`src/ipr_pkg.sv`:
```
/*
 * Constants, register map and state encodings for the input pin remap select block.
 * Assumes one 200 MHz clock, a synchronous active-high reset and a 32-bit classic
 * Wishbone slave port; every file refers to these names as ipr_pkg::name.
 */
package ipr_pkg;

    localparam int ADR_W = 8;
    localparam int DAT_W = 32;
    localparam int SEL_W = 8;
    localparam int NUM_SEL = 16;
    localparam int NUM_INSEL_REGS = 9;
    localparam int NUM_PINS = 64;

    // Codes at or above this limit name no pin
    localparam logic [7:0] PIN_LIMIT = 8'h40;
    localparam logic INACTIVE_LEVEL = 1'b0;

    // Byte addresses on the bus
    localparam logic [7:0] OFS_LOCK_CTRL = 8'h00;
    localparam logic [7:0] OFS_UNLOCK_KEY = 8'h04;
    localparam logic [7:0] OFS_STATUS = 8'h08;
    localparam logic [7:0] OFS_INSEL_BASE = 8'h20;
    localparam logic [7:0] OFS_INSEL_LAST = 8'h40;

    localparam int LOCK_BIT = 11;
    localparam int STATUS_ARMED_BIT = 0;
    localparam int STATUS_LOCK_BIT = 1;
    localparam logic RST_LOCK = 1'b0;
    localparam logic [7:0] RST_SELECTOR = 8'h00;
    localparam logic [15:0] RST_REG16 = 16'h0000;

    // Two key words written back to back arm one lock register write
    localparam logic [15:0] UNLOCK_KEY_FIRST = 16'h5A3C;
    localparam logic [15:0] UNLOCK_KEY_SECOND = 16'hC3A5;
    localparam logic [5:0] UNLOCK_WINDOW_CYC = 6'h20;

    // Which select register and which byte holds each selector
    localparam logic [3:0] SEL_REG [NUM_SEL] = '{
        4'h0, 4'h1, 4'h1, 4'h2, 4'h3, 4'h4, 4'h5, 4'h6,
        4'h7, 4'h8, 4'h3, 4'h4, 4'h5, 4'h6, 4'h7, 4'h8
    };
    localparam logic SEL_HI [NUM_SEL] = '{
        1'b1, 1'b0, 1'b1, 1'b1, 1'b1, 1'b1, 1'b1, 1'b1,
        1'b1, 1'b1, 1'b0, 1'b0, 1'b0, 1'b0, 1'b0, 1'b0
    };

    typedef enum logic [1:0] {
        UNLK_IDLE = 2'b00,
        UNLK_FIRST = 2'b01,
        UNLK_ARMED = 2'b10
    } ipr_unlock_state_t;

endpackage

```
`src/ipr_pin_sel.sv`:
```
/*
 * One selector lane: picks a remappable pin by code and registers it.
 * Assumes pin inputs are already synchronous to clk_i.
 */
`timescale 1ns/1ps
module ipr_pin_sel #(
    parameter int NUM_PINS = 64
) (
    input wire logic clk_i,                     // System clock
    input wire logic rst_i,                     // Synchronous reset, active high
    input wire logic [7:0] code_i,              // Selector code
    input wire logic [NUM_PINS-1:0] pins_i,     // Remappable pins
    output logic route_o                        // Routed peripheral input
);

    always_ff @(posedge clk_i) begin
        if (rst_i) begin
            route_o <= ipr_pkg::INACTIVE_LEVEL;
        end else if (code_i < ipr_pkg::PIN_LIMIT) begin
            route_o <= pins_i[code_i[5:0]];
        end else begin
            route_o <= ipr_pkg::INACTIVE_LEVEL;
        end
    end

endmodule

```
`src/ipr_top.sv`:
```
/*
 * Input pin remap select: selector registers, remap lock with unlock sequence,
 * and sixteen registered pin selectors feeding peripheral inputs.
 * Assumes a classic Wishbone master on the register port and pins synchronous
 * to clk_i; the 16-bit registers sit in the low half of each 32-bit word.
 */
`timescale 1ns/1ps
module ipr_top (
    input wire logic clk_i,                                 // System clock, 200 MHz
    input wire logic rst_i,                                 // Synchronous reset, active high
    input wire logic wb_cyc_i,                              // Bus cycle
    input wire logic wb_stb_i,                              // Strobe
    input wire logic wb_we_i,                               // Write enable
    input wire logic [ipr_pkg::ADR_W-1:0] wb_adr_i,         // Byte address
    input wire logic [3:0] wb_sel_i,                        // Byte lanes
    input wire logic [ipr_pkg::DAT_W-1:0] wb_dat_i,         // Write data
    output logic [ipr_pkg::DAT_W-1:0] wb_dat_o,             // Read data
    output logic wb_ack_o,                                  // Acknowledge
    input wire logic [ipr_pkg::NUM_PINS-1:0] remappable_pin_i, // Remappable pins
    output logic remap_lock_o,                              // Lock bit state
    output logic unlock_armed_o,                            // Lock write armed
    output logic ext_irq_one_o,                             // External interrupt one
    output logic ext_irq_two_o,                             // External interrupt two
    output logic ext_irq_three_o,                           // External interrupt three
    output logic timer_one_ext_clock_o,                     // Timer one external clock
    output logic ccp_capture_in_one_o,                      // Capture input one
    output logic ccp_capture_in_two_o,                      // Capture input two
    output logic ccp_capture_in_three_o,                    // Capture input three
    output logic ccp_capture_in_four_o,                     // Capture input four
    output logic ccp_capture_in_five_o,                     // Capture input five
    output logic ccp_capture_in_six_o,                      // Capture input six
    output logic ccp_timer_clk_one_o,                       // Timer clock input one
    output logic ccp_timer_clk_two_o,                       // Timer clock input two
    output logic ccp_timer_clk_three_o,                     // Timer clock input three
    output logic ccp_timer_clk_four_o,                      // Timer clock input four
    output logic ccp_timer_clk_five_o,                      // Timer clock input five
    output logic ccp_timer_clk_six_o                        // Timer clock input six
);

    logic bus_req;
    logic commit;
    logic wr_commit;
    logic hit_lock;
    logic hit_key;
    logic hit_status;
    logic hit_insel;
    logic [7:0] insel_ofs;
    logic [3:0] insel_idx;
    logic [15:0] wr_half;
    logic [15:0] rd_half;
    logic [15:0] insel_rd [ipr_pkg::NUM_INSEL_REGS];
    logic lock_reg;
    logic [7:0] sel_reg [ipr_pkg::NUM_SEL];
    logic [ipr_pkg::NUM_SEL-1:0] route;
    ipr_pkg::ipr_unlock_state_t unlk_reg;
    ipr_pkg::ipr_unlock_state_t unlk_next;
    logic [5:0] window_reg;

    // Bus handshake

    assign bus_req = wb_cyc_i & wb_stb_i;
    // A request takes effect only at the edge where the master sees ack high
    assign commit = bus_req & wb_ack_o;
    assign wr_commit = commit & wb_we_i;
    assign wr_half = wb_dat_i[15:0];

    // Address decode

    assign insel_ofs = wb_adr_i - ipr_pkg::OFS_INSEL_BASE;
    assign insel_idx = insel_ofs[5:2];
    assign hit_lock = (wb_adr_i == ipr_pkg::OFS_LOCK_CTRL);
    assign hit_key = (wb_adr_i == ipr_pkg::OFS_UNLOCK_KEY);
    assign hit_status = (wb_adr_i == ipr_pkg::OFS_STATUS);
    assign hit_insel = (wb_adr_i >= ipr_pkg::OFS_INSEL_BASE)
        && (wb_adr_i <= ipr_pkg::OFS_INSEL_LAST)
        && (wb_adr_i[1:0] == 2'b00);

    // Ack rises one cycle after the request and drops the cycle after
    always_ff @(posedge clk_i) begin
        if (rst_i) begin
            wb_ack_o <= 1'b0;
        end else begin
            wb_ack_o <= bus_req & ~wb_ack_o;
        end
    end

    // Unlock sequence

    always_comb begin
        unlk_next = unlk_reg;
        case (unlk_reg)
            ipr_pkg::UNLK_IDLE: begin
                if (wr_commit && hit_key && (wr_half == ipr_pkg::UNLOCK_KEY_FIRST)) begin
                    unlk_next = ipr_pkg::UNLK_FIRST;
                end
            end
            ipr_pkg::UNLK_FIRST: begin
                // Second key must be the very next write, any other write restarts
                if (wr_commit) begin
                    if (hit_key && (wr_half == ipr_pkg::UNLOCK_KEY_SECOND)) begin
                        unlk_next = ipr_pkg::UNLK_ARMED;
                    end else begin
                        unlk_next = ipr_pkg::UNLK_IDLE;
                    end
                end
            end
            ipr_pkg::UNLK_ARMED: begin
                // One write of any kind spends the arming; so does the window
                if (wr_commit || (window_reg == 6'h00)) begin
                    unlk_next = ipr_pkg::UNLK_IDLE;
                end
            end
            default: begin
                unlk_next = ipr_pkg::UNLK_IDLE;
            end
        endcase
    end

    always_ff @(posedge clk_i) begin
        if (rst_i) begin
            unlk_reg <= ipr_pkg::UNLK_IDLE;
        end else begin
            unlk_reg <= unlk_next;
        end
    end

    // Arming lapses after a fixed window so a stray write later cannot unlock
    always_ff @(posedge clk_i) begin
        if (rst_i) begin
            window_reg <= 6'h00;
        end else if (unlk_next == ipr_pkg::UNLK_ARMED && unlk_reg != ipr_pkg::UNLK_ARMED) begin
            window_reg <= ipr_pkg::UNLOCK_WINDOW_CYC;
        end else if (window_reg != 6'h00) begin
            window_reg <= window_reg - 6'h01;
        end
    end

    always_ff @(posedge clk_i) begin
        if (rst_i) begin
            unlock_armed_o <= 1'b0;
        end else begin
            unlock_armed_o <= (unlk_next == ipr_pkg::UNLK_ARMED);
        end
    end

    // Lock register

    always_ff @(posedge clk_i) begin
        if (rst_i) begin
            lock_reg <= ipr_pkg::RST_LOCK;
        end else if (wr_commit && hit_lock && wb_sel_i[1]
            && (unlk_reg == ipr_pkg::UNLK_ARMED)) begin
            // Only bit 11 has storage; the rest of the word is dropped
            lock_reg <= wr_half[ipr_pkg::LOCK_BIT];
        end
    end

    always_ff @(posedge clk_i) begin
        if (rst_i) begin
            remap_lock_o <= ipr_pkg::RST_LOCK;
        end else begin
            remap_lock_o <= lock_reg;
        end
    end

    // Selector storage

    genvar gi;
    generate
        for (gi = 0; gi < ipr_pkg::NUM_SEL; gi++) begin : g_sel
            // Each selector knows its own register and byte half
            always_ff @(posedge clk_i) begin
                if (rst_i) begin
                    sel_reg[gi] <= ipr_pkg::RST_SELECTOR;
                end else if (wr_commit && hit_insel && !lock_reg
                    && insel_idx == ipr_pkg::SEL_REG[gi]) begin
                    if (ipr_pkg::SEL_HI[gi] && wb_sel_i[1]) begin
                        sel_reg[gi] <= wr_half[15:8];
                    end else if (!ipr_pkg::SEL_HI[gi] && wb_sel_i[0]) begin
                        sel_reg[gi] <= wr_half[7:0];
                    end
                end
            end

            ipr_pin_sel #(
                .NUM_PINS(ipr_pkg::NUM_PINS)
            ) u_pin_sel (
                .clk_i(clk_i),
                .rst_i(rst_i),
                .code_i(sel_reg[gi]),
                .pins_i(remappable_pin_i),
                .route_o(route[gi])
            );
        end
    endgenerate

    // Readback view of the select registers

    // Unimplemented low bytes of registers 0 and 2 have no selector and read zero
    always_comb begin
        for (int r = 0; r < ipr_pkg::NUM_INSEL_REGS; r++) begin
            insel_rd[r] = ipr_pkg::RST_REG16;
        end
        for (int s = 0; s < ipr_pkg::NUM_SEL; s++) begin
            if (ipr_pkg::SEL_HI[s]) begin
                insel_rd[ipr_pkg::SEL_REG[s]][15:8] = sel_reg[s];
            end else begin
                insel_rd[ipr_pkg::SEL_REG[s]][7:0] = sel_reg[s];
            end
        end
    end

    always_comb begin
        rd_half = ipr_pkg::RST_REG16;
        if (hit_lock) begin
            rd_half[ipr_pkg::LOCK_BIT] = lock_reg;
        end else if (hit_status) begin
            rd_half[ipr_pkg::STATUS_ARMED_BIT] = (unlk_reg == ipr_pkg::UNLK_ARMED);
            rd_half[ipr_pkg::STATUS_LOCK_BIT] = lock_reg;
        end else if (hit_insel) begin
            rd_half = insel_rd[insel_idx];
        end
    end

    // Read data is loaded with ack and cleared otherwise; unmapped reads give zero
    always_ff @(posedge clk_i) begin
        if (rst_i) begin
            wb_dat_o <= '0;
        end else if (bus_req && !wb_ack_o && !wb_we_i) begin
            wb_dat_o <= {16'h0000, rd_half};
        end else begin
            wb_dat_o <= '0;
        end
    end

    // Peripheral inputs, each straight from its selector lane flip-flop

    assign ext_irq_one_o = route[0];
    assign ext_irq_two_o = route[1];
    assign ext_irq_three_o = route[2];
    assign timer_one_ext_clock_o = route[3];
    assign ccp_capture_in_one_o = route[4];
    assign ccp_capture_in_two_o = route[5];
    assign ccp_capture_in_three_o = route[6];
    assign ccp_capture_in_four_o = route[7];
    assign ccp_capture_in_five_o = route[8];
    assign ccp_capture_in_six_o = route[9];
    assign ccp_timer_clk_one_o = route[10];
    assign ccp_timer_clk_two_o = route[11];
    assign ccp_timer_clk_three_o = route[12];
    assign ccp_timer_clk_four_o = route[13];
    assign ccp_timer_clk_five_o = route[14];
    assign ccp_timer_clk_six_o = route[15];

endmodule

```
`config.mk`:
```
export PLATFORM = sky130hd
export DESIGN_NAME = ipr_top
export DESIGN_NICKNAME = d
export VERILOG_FILES = /design/src/ipr_pkg.sv /design/src/ipr_pin_sel.sv /design/src/ipr_top.sv
export SDC_FILE = /design/constraint.sdc
export NUM_CORES = 1
export LEC_CHECK = 0
export ABC_CLOCK_PERIOD_IN_PS = 4600
export BUFFER_PORTS_ARGS = -buffer_cell sky130_fd_sc_hd__clkbuf_2
export CORE_AREA = 5 5 210 212
export DETAILED_ROUTE_END_ITERATION = 10
export DIE_AREA = 0 0 215 217
export GPL_TIMING_DRIVEN = 0
export PLACE_DENSITY_LB_ADDON = 0.25
export SLEW_MARGIN = 20
export SYNTH_ARGS = -nofsm -noshare
export SYNTH_HDL_FRONTEND = slang
export SYNTH_SLANG_ARGS = --single-unit
```
`constraint.sdc`:
```
create_clock -name clk_i -period 4.6 [get_ports clk_i]
set_clock_uncertainty 0.15 [all_clocks]
set_input_delay 0.46 -clock clk_i [delete_from_list [all_inputs] [get_ports clk_i]]
set_output_delay 0.46 -clock clk_i [all_outputs]
set_load 0.02 [all_outputs]
```
==> Yosys cells after proc, flatten, opt, wreduce, memory -nomap -nowiden <==
Memories as Yosys holds them, arrays and structs flattened.
Index checks and enable logic that the tools add are counted.
{ "op_classes": {"n_lt_le_gt_ge": 35, "reduce_logical": 53, "muxes": 114, "addsub": 2, "n_eq_ne": 16, "n_bitwise": 40} }
{ "ops": {"columns": ["op", "count"], "rows": [
  ["$lt A8 B7 Y1 const B", 16],
  ["$mux W8", 16],
  ["$lt A6 B7 Y1 const B", 16],
  ["$bmux W1 S6", 16],
  ["$mux W1", 69],
  ["$bmux W16 S4", 1],
  ["$reduce_or A2 Y1", 18],
  ["$mux W16", 2],
  ["$logic_and A1 B1 Y1", 22],
  ["$not A1 Y1", 19],
  ["$eq A16 B15 Y1 const B", 1],
  ["$eq A16 B16 Y1 const B", 1],
  ["$eq A4 B3 Y1 const B", 4],
  ["$or A1 B1 Y1", 16],
  ["$mux W12", 1],
  ["$mux W6", 2],
  ["$mux W10", 1],
  ["$mux W2", 5],
  ["$eq A4 B2 Y1 const B", 2],
  ["$eq A8 B3 Y1 const B", 1],
  ["$eq A8 B4 Y1 const B", 1],
  ["$ge A8 B6 Y1 const B", 1],
  ["$le A8 B7 Y1 const B", 1],
  ["$logic_not A8 Y1", 1],
  ["other kinds (20)", 27]
]} }
{ "word_totals": {"ram_bits": 128, "wordCells": 288, "memories": 1, "reg_bits": 60} }
{ "mem_list": {"columns": ["memory", "depth", "word_bits", "read_ports", "rd_clocked_by_memory_dff", "wr", "line", "rtl"], "rows": [
  ["sel_reg", 16, 8, 16, 0, 16, "ipr_top.sv:53", "logic [7:0] sel_reg [ipr_pkg::NUM_SEL];"]
]} }

==> Depth between registers and ports, before layout <==
{ "logic_depth": {"depth_word": 10, "mapped_depth": 8, "mapped_depth_nobuf": 5} }

==> Hierarchy <==
From an unflattened synthesis, not the netlist that was laid out.
{ "hier_totals": {"hier_cells": 1337, "area_unflattened_um2": 17615.6} }
{ "modules_own_cells": {"columns": ["module", "cells_each", "seq_area_each_um2", "n_inst", "area_each_um2"], "rows": [
  ["ipr_pin_sel", 50, 20.0, 16, 645.6],
  ["ipr_top", 537, 4404.2, 1, 7285.7]
]} }

==> Worst setup path after synthesis <==
No wires, ideal clock.
{ "synth_path": {"path_type": "in2reg", "startpoint": "in wb_adr_i[1] (netlist bit)", "endpoint": "mem sel_reg[1][2] (netlist: sel_reg[0][10]), enable pin", "path_buffers": 0, "t_arrival_ns": 2.076, "setup_slack_ns": 1.999, "stages": 4, "path_cell_list": "or3_1 nor4_4 nand3b_1 o21bai_1"} }
{ "synth_rtl": {"columns": ["item", "line", "rtl"], "rows": [
  ["start: declaration", "ipr_top.sv:14", "input wire logic [ipr_pkg::ADR_W-1:0] wb_adr_i,"],
  ["end: declaration", "ipr_top.sv:53", null]
]} }

==> results.md <==
- Cell Rows: 75
- Number of hold violations in the final report: 0
- Biggest cell delay along the critical path: 0.59 ns
- Status: completed
- First-pass detailed-route iteration total: 5
- Worst Path Buf+Inv: 2
- Number of buffers on the longest clock path: 2
- Cell chain of the critical path: clkbuf_1 -> clkbuf_1 -> mux4_2 -> mux4_2 -> mux2_2 -> o21ai_0 -> a21oi_1
- Slew at the pin closest to its max-slew limit: 1.042 ns
- Final core utilization: 44.19%
- Slack of the worst reg-to-reg path: 1.13 ns
- Vias per Instance: 7.057
- Final clock period utilization by the worst path: 75.51%
- Min-Delay Startpoint: wb_stb_i
- Worst Reg2Reg Path Length in Cells: 7
- Number of H-tree branching levels: 4
- Die Y-Extent: 217 um
- First-pass GRT wire length: 98810 um
- Critical Path End Type: flip-flop
- Routability congestion estimate from global placement: 1.038
- Share of synthesized area occupied by flip-flops and latches: 28.65%
- Detailed-routing wirelength on met1: 25330 um
- Post-synth cell types: 65
- DIE WIDTH: 215 um
- F_max: 0.2879 GHz
- Pwr Density: 246.0 nW/um^2
- Mean area per synthesized cell: 12.24 sq um
- Number of global-route vias before repair: 14160
- Overall routing resource usage: 29.15%
- Data required time at the worst endpoint: 4.77 ns
- Setup Crit Path Kind: flip-flop to flip-flop
- Number of buffers inserted during clock tree synthesis: 17
- Post-synthesis cell count: 1347
- First-iteration detailed-routing DRC count: 2373
- Master cell of the clock root buffer: clkbuf_16
- Detailed placement HPWL: 52610 um
- Leading area contributor after synthesis: mux4_2
- Clock sink count: 172
- Total met3 wirelength after detailed routing: 10050 um
- Hold Path Cell Cnt: 3
- Source of the critical timing path: sel_reg[1][41]
- Detailed-route via count: 14550
- Critical register-to-register path startpoint: sel_reg[1][41]
- Slowest cell on the critical path: clkbuf_1
- Post-placement worst setup slack: 1.031 ns
- Total of warnings raised by yosys: 0
- Max Cap Viol: 0
- Initial antenna violation count: 8
- Hold_buf cts: 0
- Share of async-settable or async-resettable flops after synthesis: 0%
- Area used by multi-input combinational logic: 10930 sq um
- Total of endpoints with negative setup slack in the final report: 0
- DIE AREA: 46660 sq um
- Netlist Area Pre-Place: 16490 sq um
- DR top layer: met5
- Crit Reg-Reg Endpoint: g_sel[13].u_pin_sel.route_o
- Clock tree from TritonCTS: done
- Area fraction of the dominant cell type after synthesis: 37.43%
- Setup tns final: 0 ns
- Setup Fix Bufs, Post-CTS: 0
- Fraction of layout cells with a size suffix above 1: 35.44%
- Routed length per placed instance: 33.84 um
- Final ANT Viol Nets: 0
- Boundary Pins: 164
- Area of all sequential standard cells: 4725 sq um
- Drc violations: 0
- Top cell family by delay on the critical path: multiplexers
- Flip-flop count of the largest register after layout: 128
- Initial core utilization: 39.48%
- Nature of the critical path startpoint: flip-flop
- Top fanout value on the critical path: 10
- Worst-Skew Late Latency: 0.48 ns
- Filler instances: 3899
- Critical path data arrival time: 3.64 ns
- Top cells by area, synth: mux4_2 (37%), edfxtp_1 (23%), dfxtp_1 (5.3%), and2_1 (5.0%), clkbuf_1 (3.0%)
- Routed met2 length: 30510 um
- Reg clk slew, reported paths: 0.08 ns
- Total Routed Length: 69780 um
- Leak: 6.149 nW
- Leftover overflow at the end of global routing: 0
- Min-delay worst type: input pin to flip-flop
- RSZ-0062 raised after global routing: no
- VDD IR-drop max: 0.2648 mV
- Endpoint of the worst hold-timing path: wb_ack_o
- Flip-flop and latch count after synthesis: 172
- Number of nets in the finished design: 1623
- Worst slew margin: 30.00%
- Worst-case setup margin in the final layout: 1.126 ns
- Number of flops mapped to enable cells by yosys: 128
- Time the final worst path needs with I/O delays and setup: 3.474 ns
- Placeable core region: 41760 sq um
- Most instantiated flip-flop cell in the synthesis netlist: edfxtp_1
- Maximum number of pins on one net before global-route repair: 17
- Count of port buffers added during placement: 127
- Synth-to-layout area growth: 11.92%
- Number of pins exceeding their max-slew limit in the final report: 0
- Post-cts repair resize count: 0
[power by group]
| group | leakage [nW] | switching (mW) | internal (mW) |
|---|---|---|---|
| registers | 1.69 | 0.0683 | 1.73 |
| clock network | 0.280 | 0.686 | 0.811 |
| logic | 4.18 | 0.704 | 0.539 |
[worst max path at each step]
stage	to	slack (ns)	depth (start not counted)
floorplan	sel_reg[0][10]	2.00	4
global placement	sel_reg[0][8]	0.97	5
detailed placement	sel_reg[0][11]	1.03	5
CTS	g_sel[13].u_pin_sel.route_o	1.33	7
global route	g_sel[13].u_pin_sel.route_o	1.13	7
finish	g_sel[13].u_pin_sel.route_o	1.13	7
[worst reg2reg max path, stage by stage, from the launching register on]
cell and delay (ns):
edfxtp_1 0.33, clkbuf_1 0.41, clkbuf_1 0.59, mux4_2 0.42, mux4_2 0.49, mux2_2 0.27
o21ai_0 0.55, a21oi_1 0.11
[metal layers]
metal	vias to the layer above	global-route usage, %
met5	-	0
met4	12	12.69
met3	284	10.80
met2	1261	44.51
met1	7257	37.53
li1	5738	-
[placed cells by master (no fill, tap or decap), drive strengths merged, types with 40 or more instances in the layout]
cell | Yosys | routed
buf | 62 | 62
nand2 | 45 | 45
and2 | 132 | 132
edfxtp | 128 | 128
nor3 | 40 | 40
nor2 | 60 | 60
mux2i | 49 | 49
mux4 | 274 | 274
dfxtp | 44 | 44
clkbuf | 131 | 276
[synthesized netlist by cell type, types with 16 or more instances]
| master | count |
|---|---|
| nand2_1 | 45 |
| buf_2 | 34 |
| nor2_1 | 60 |
| nand2b_1 | 28 |
| and2_1 | 132 |
| nor3_1 | 34 |
| buf_4 | 16 |
| edfxtp_1 | 128 |
| clkbuf_1 | 131 |
| mux2i_1 | 49 |
| mux4_2 | 274 |
| nand3_1 | 17 |
| a21oi_1 | 23 |
| dfxtp_1 | 44 |
| nor2b_1 | 32 |
| o21ai_0 | 22 |
| o22ai_1 | 18 |
| o21bai_1 | 16 |
| mux2_2 | 39 |
[stage by stage]
step                cell area (sq um)  total power, mW  instances  hold WS (ns)
floorplan                       16540            2.608       1362        0.2625
global placement                17850            3.017       2028        0.2829
detailed placement              17860            3.033       2028        0.3026
CTS                             18450            4.530       2060       0.08603
global route                    18450            4.685       2062        0.1057
finish                          18450            4.539       2062        0.1126
[logic make-up after synthesis]
group | count (synthesis) | synth area share, %
xor gates and xnor gates | 5 | 0.2656
and+or+nand+nor | 418 | 14.58
muxes | 362 | 43.06
buffers and inverters | 206 | 5.403
adders and majority gates | 2 | 0.1517
AOI/OAI and AO/OA | 181 | 7.854
DFF | 172 | 28.65
other | 1 | 0.02274
[final cells by class]
| type | count | share of cell area [%] |
|---|---|---|
| buffer | 193 | 4.563 |
| tap | 539 | 3.654 |
| multi-input combinational | 984 | 59.25 |
| inverter | 13 | 0.2644 |
| antenna | 2 | 0.02712 |
| clock buffer | 18 | 2.326 |
| timing repair buffer | 127 | 3.444 |
| clock inverter | 14 | 0.8679 |
| sequential | 172 | 25.60 |
(Power assumes the default switching activity.)
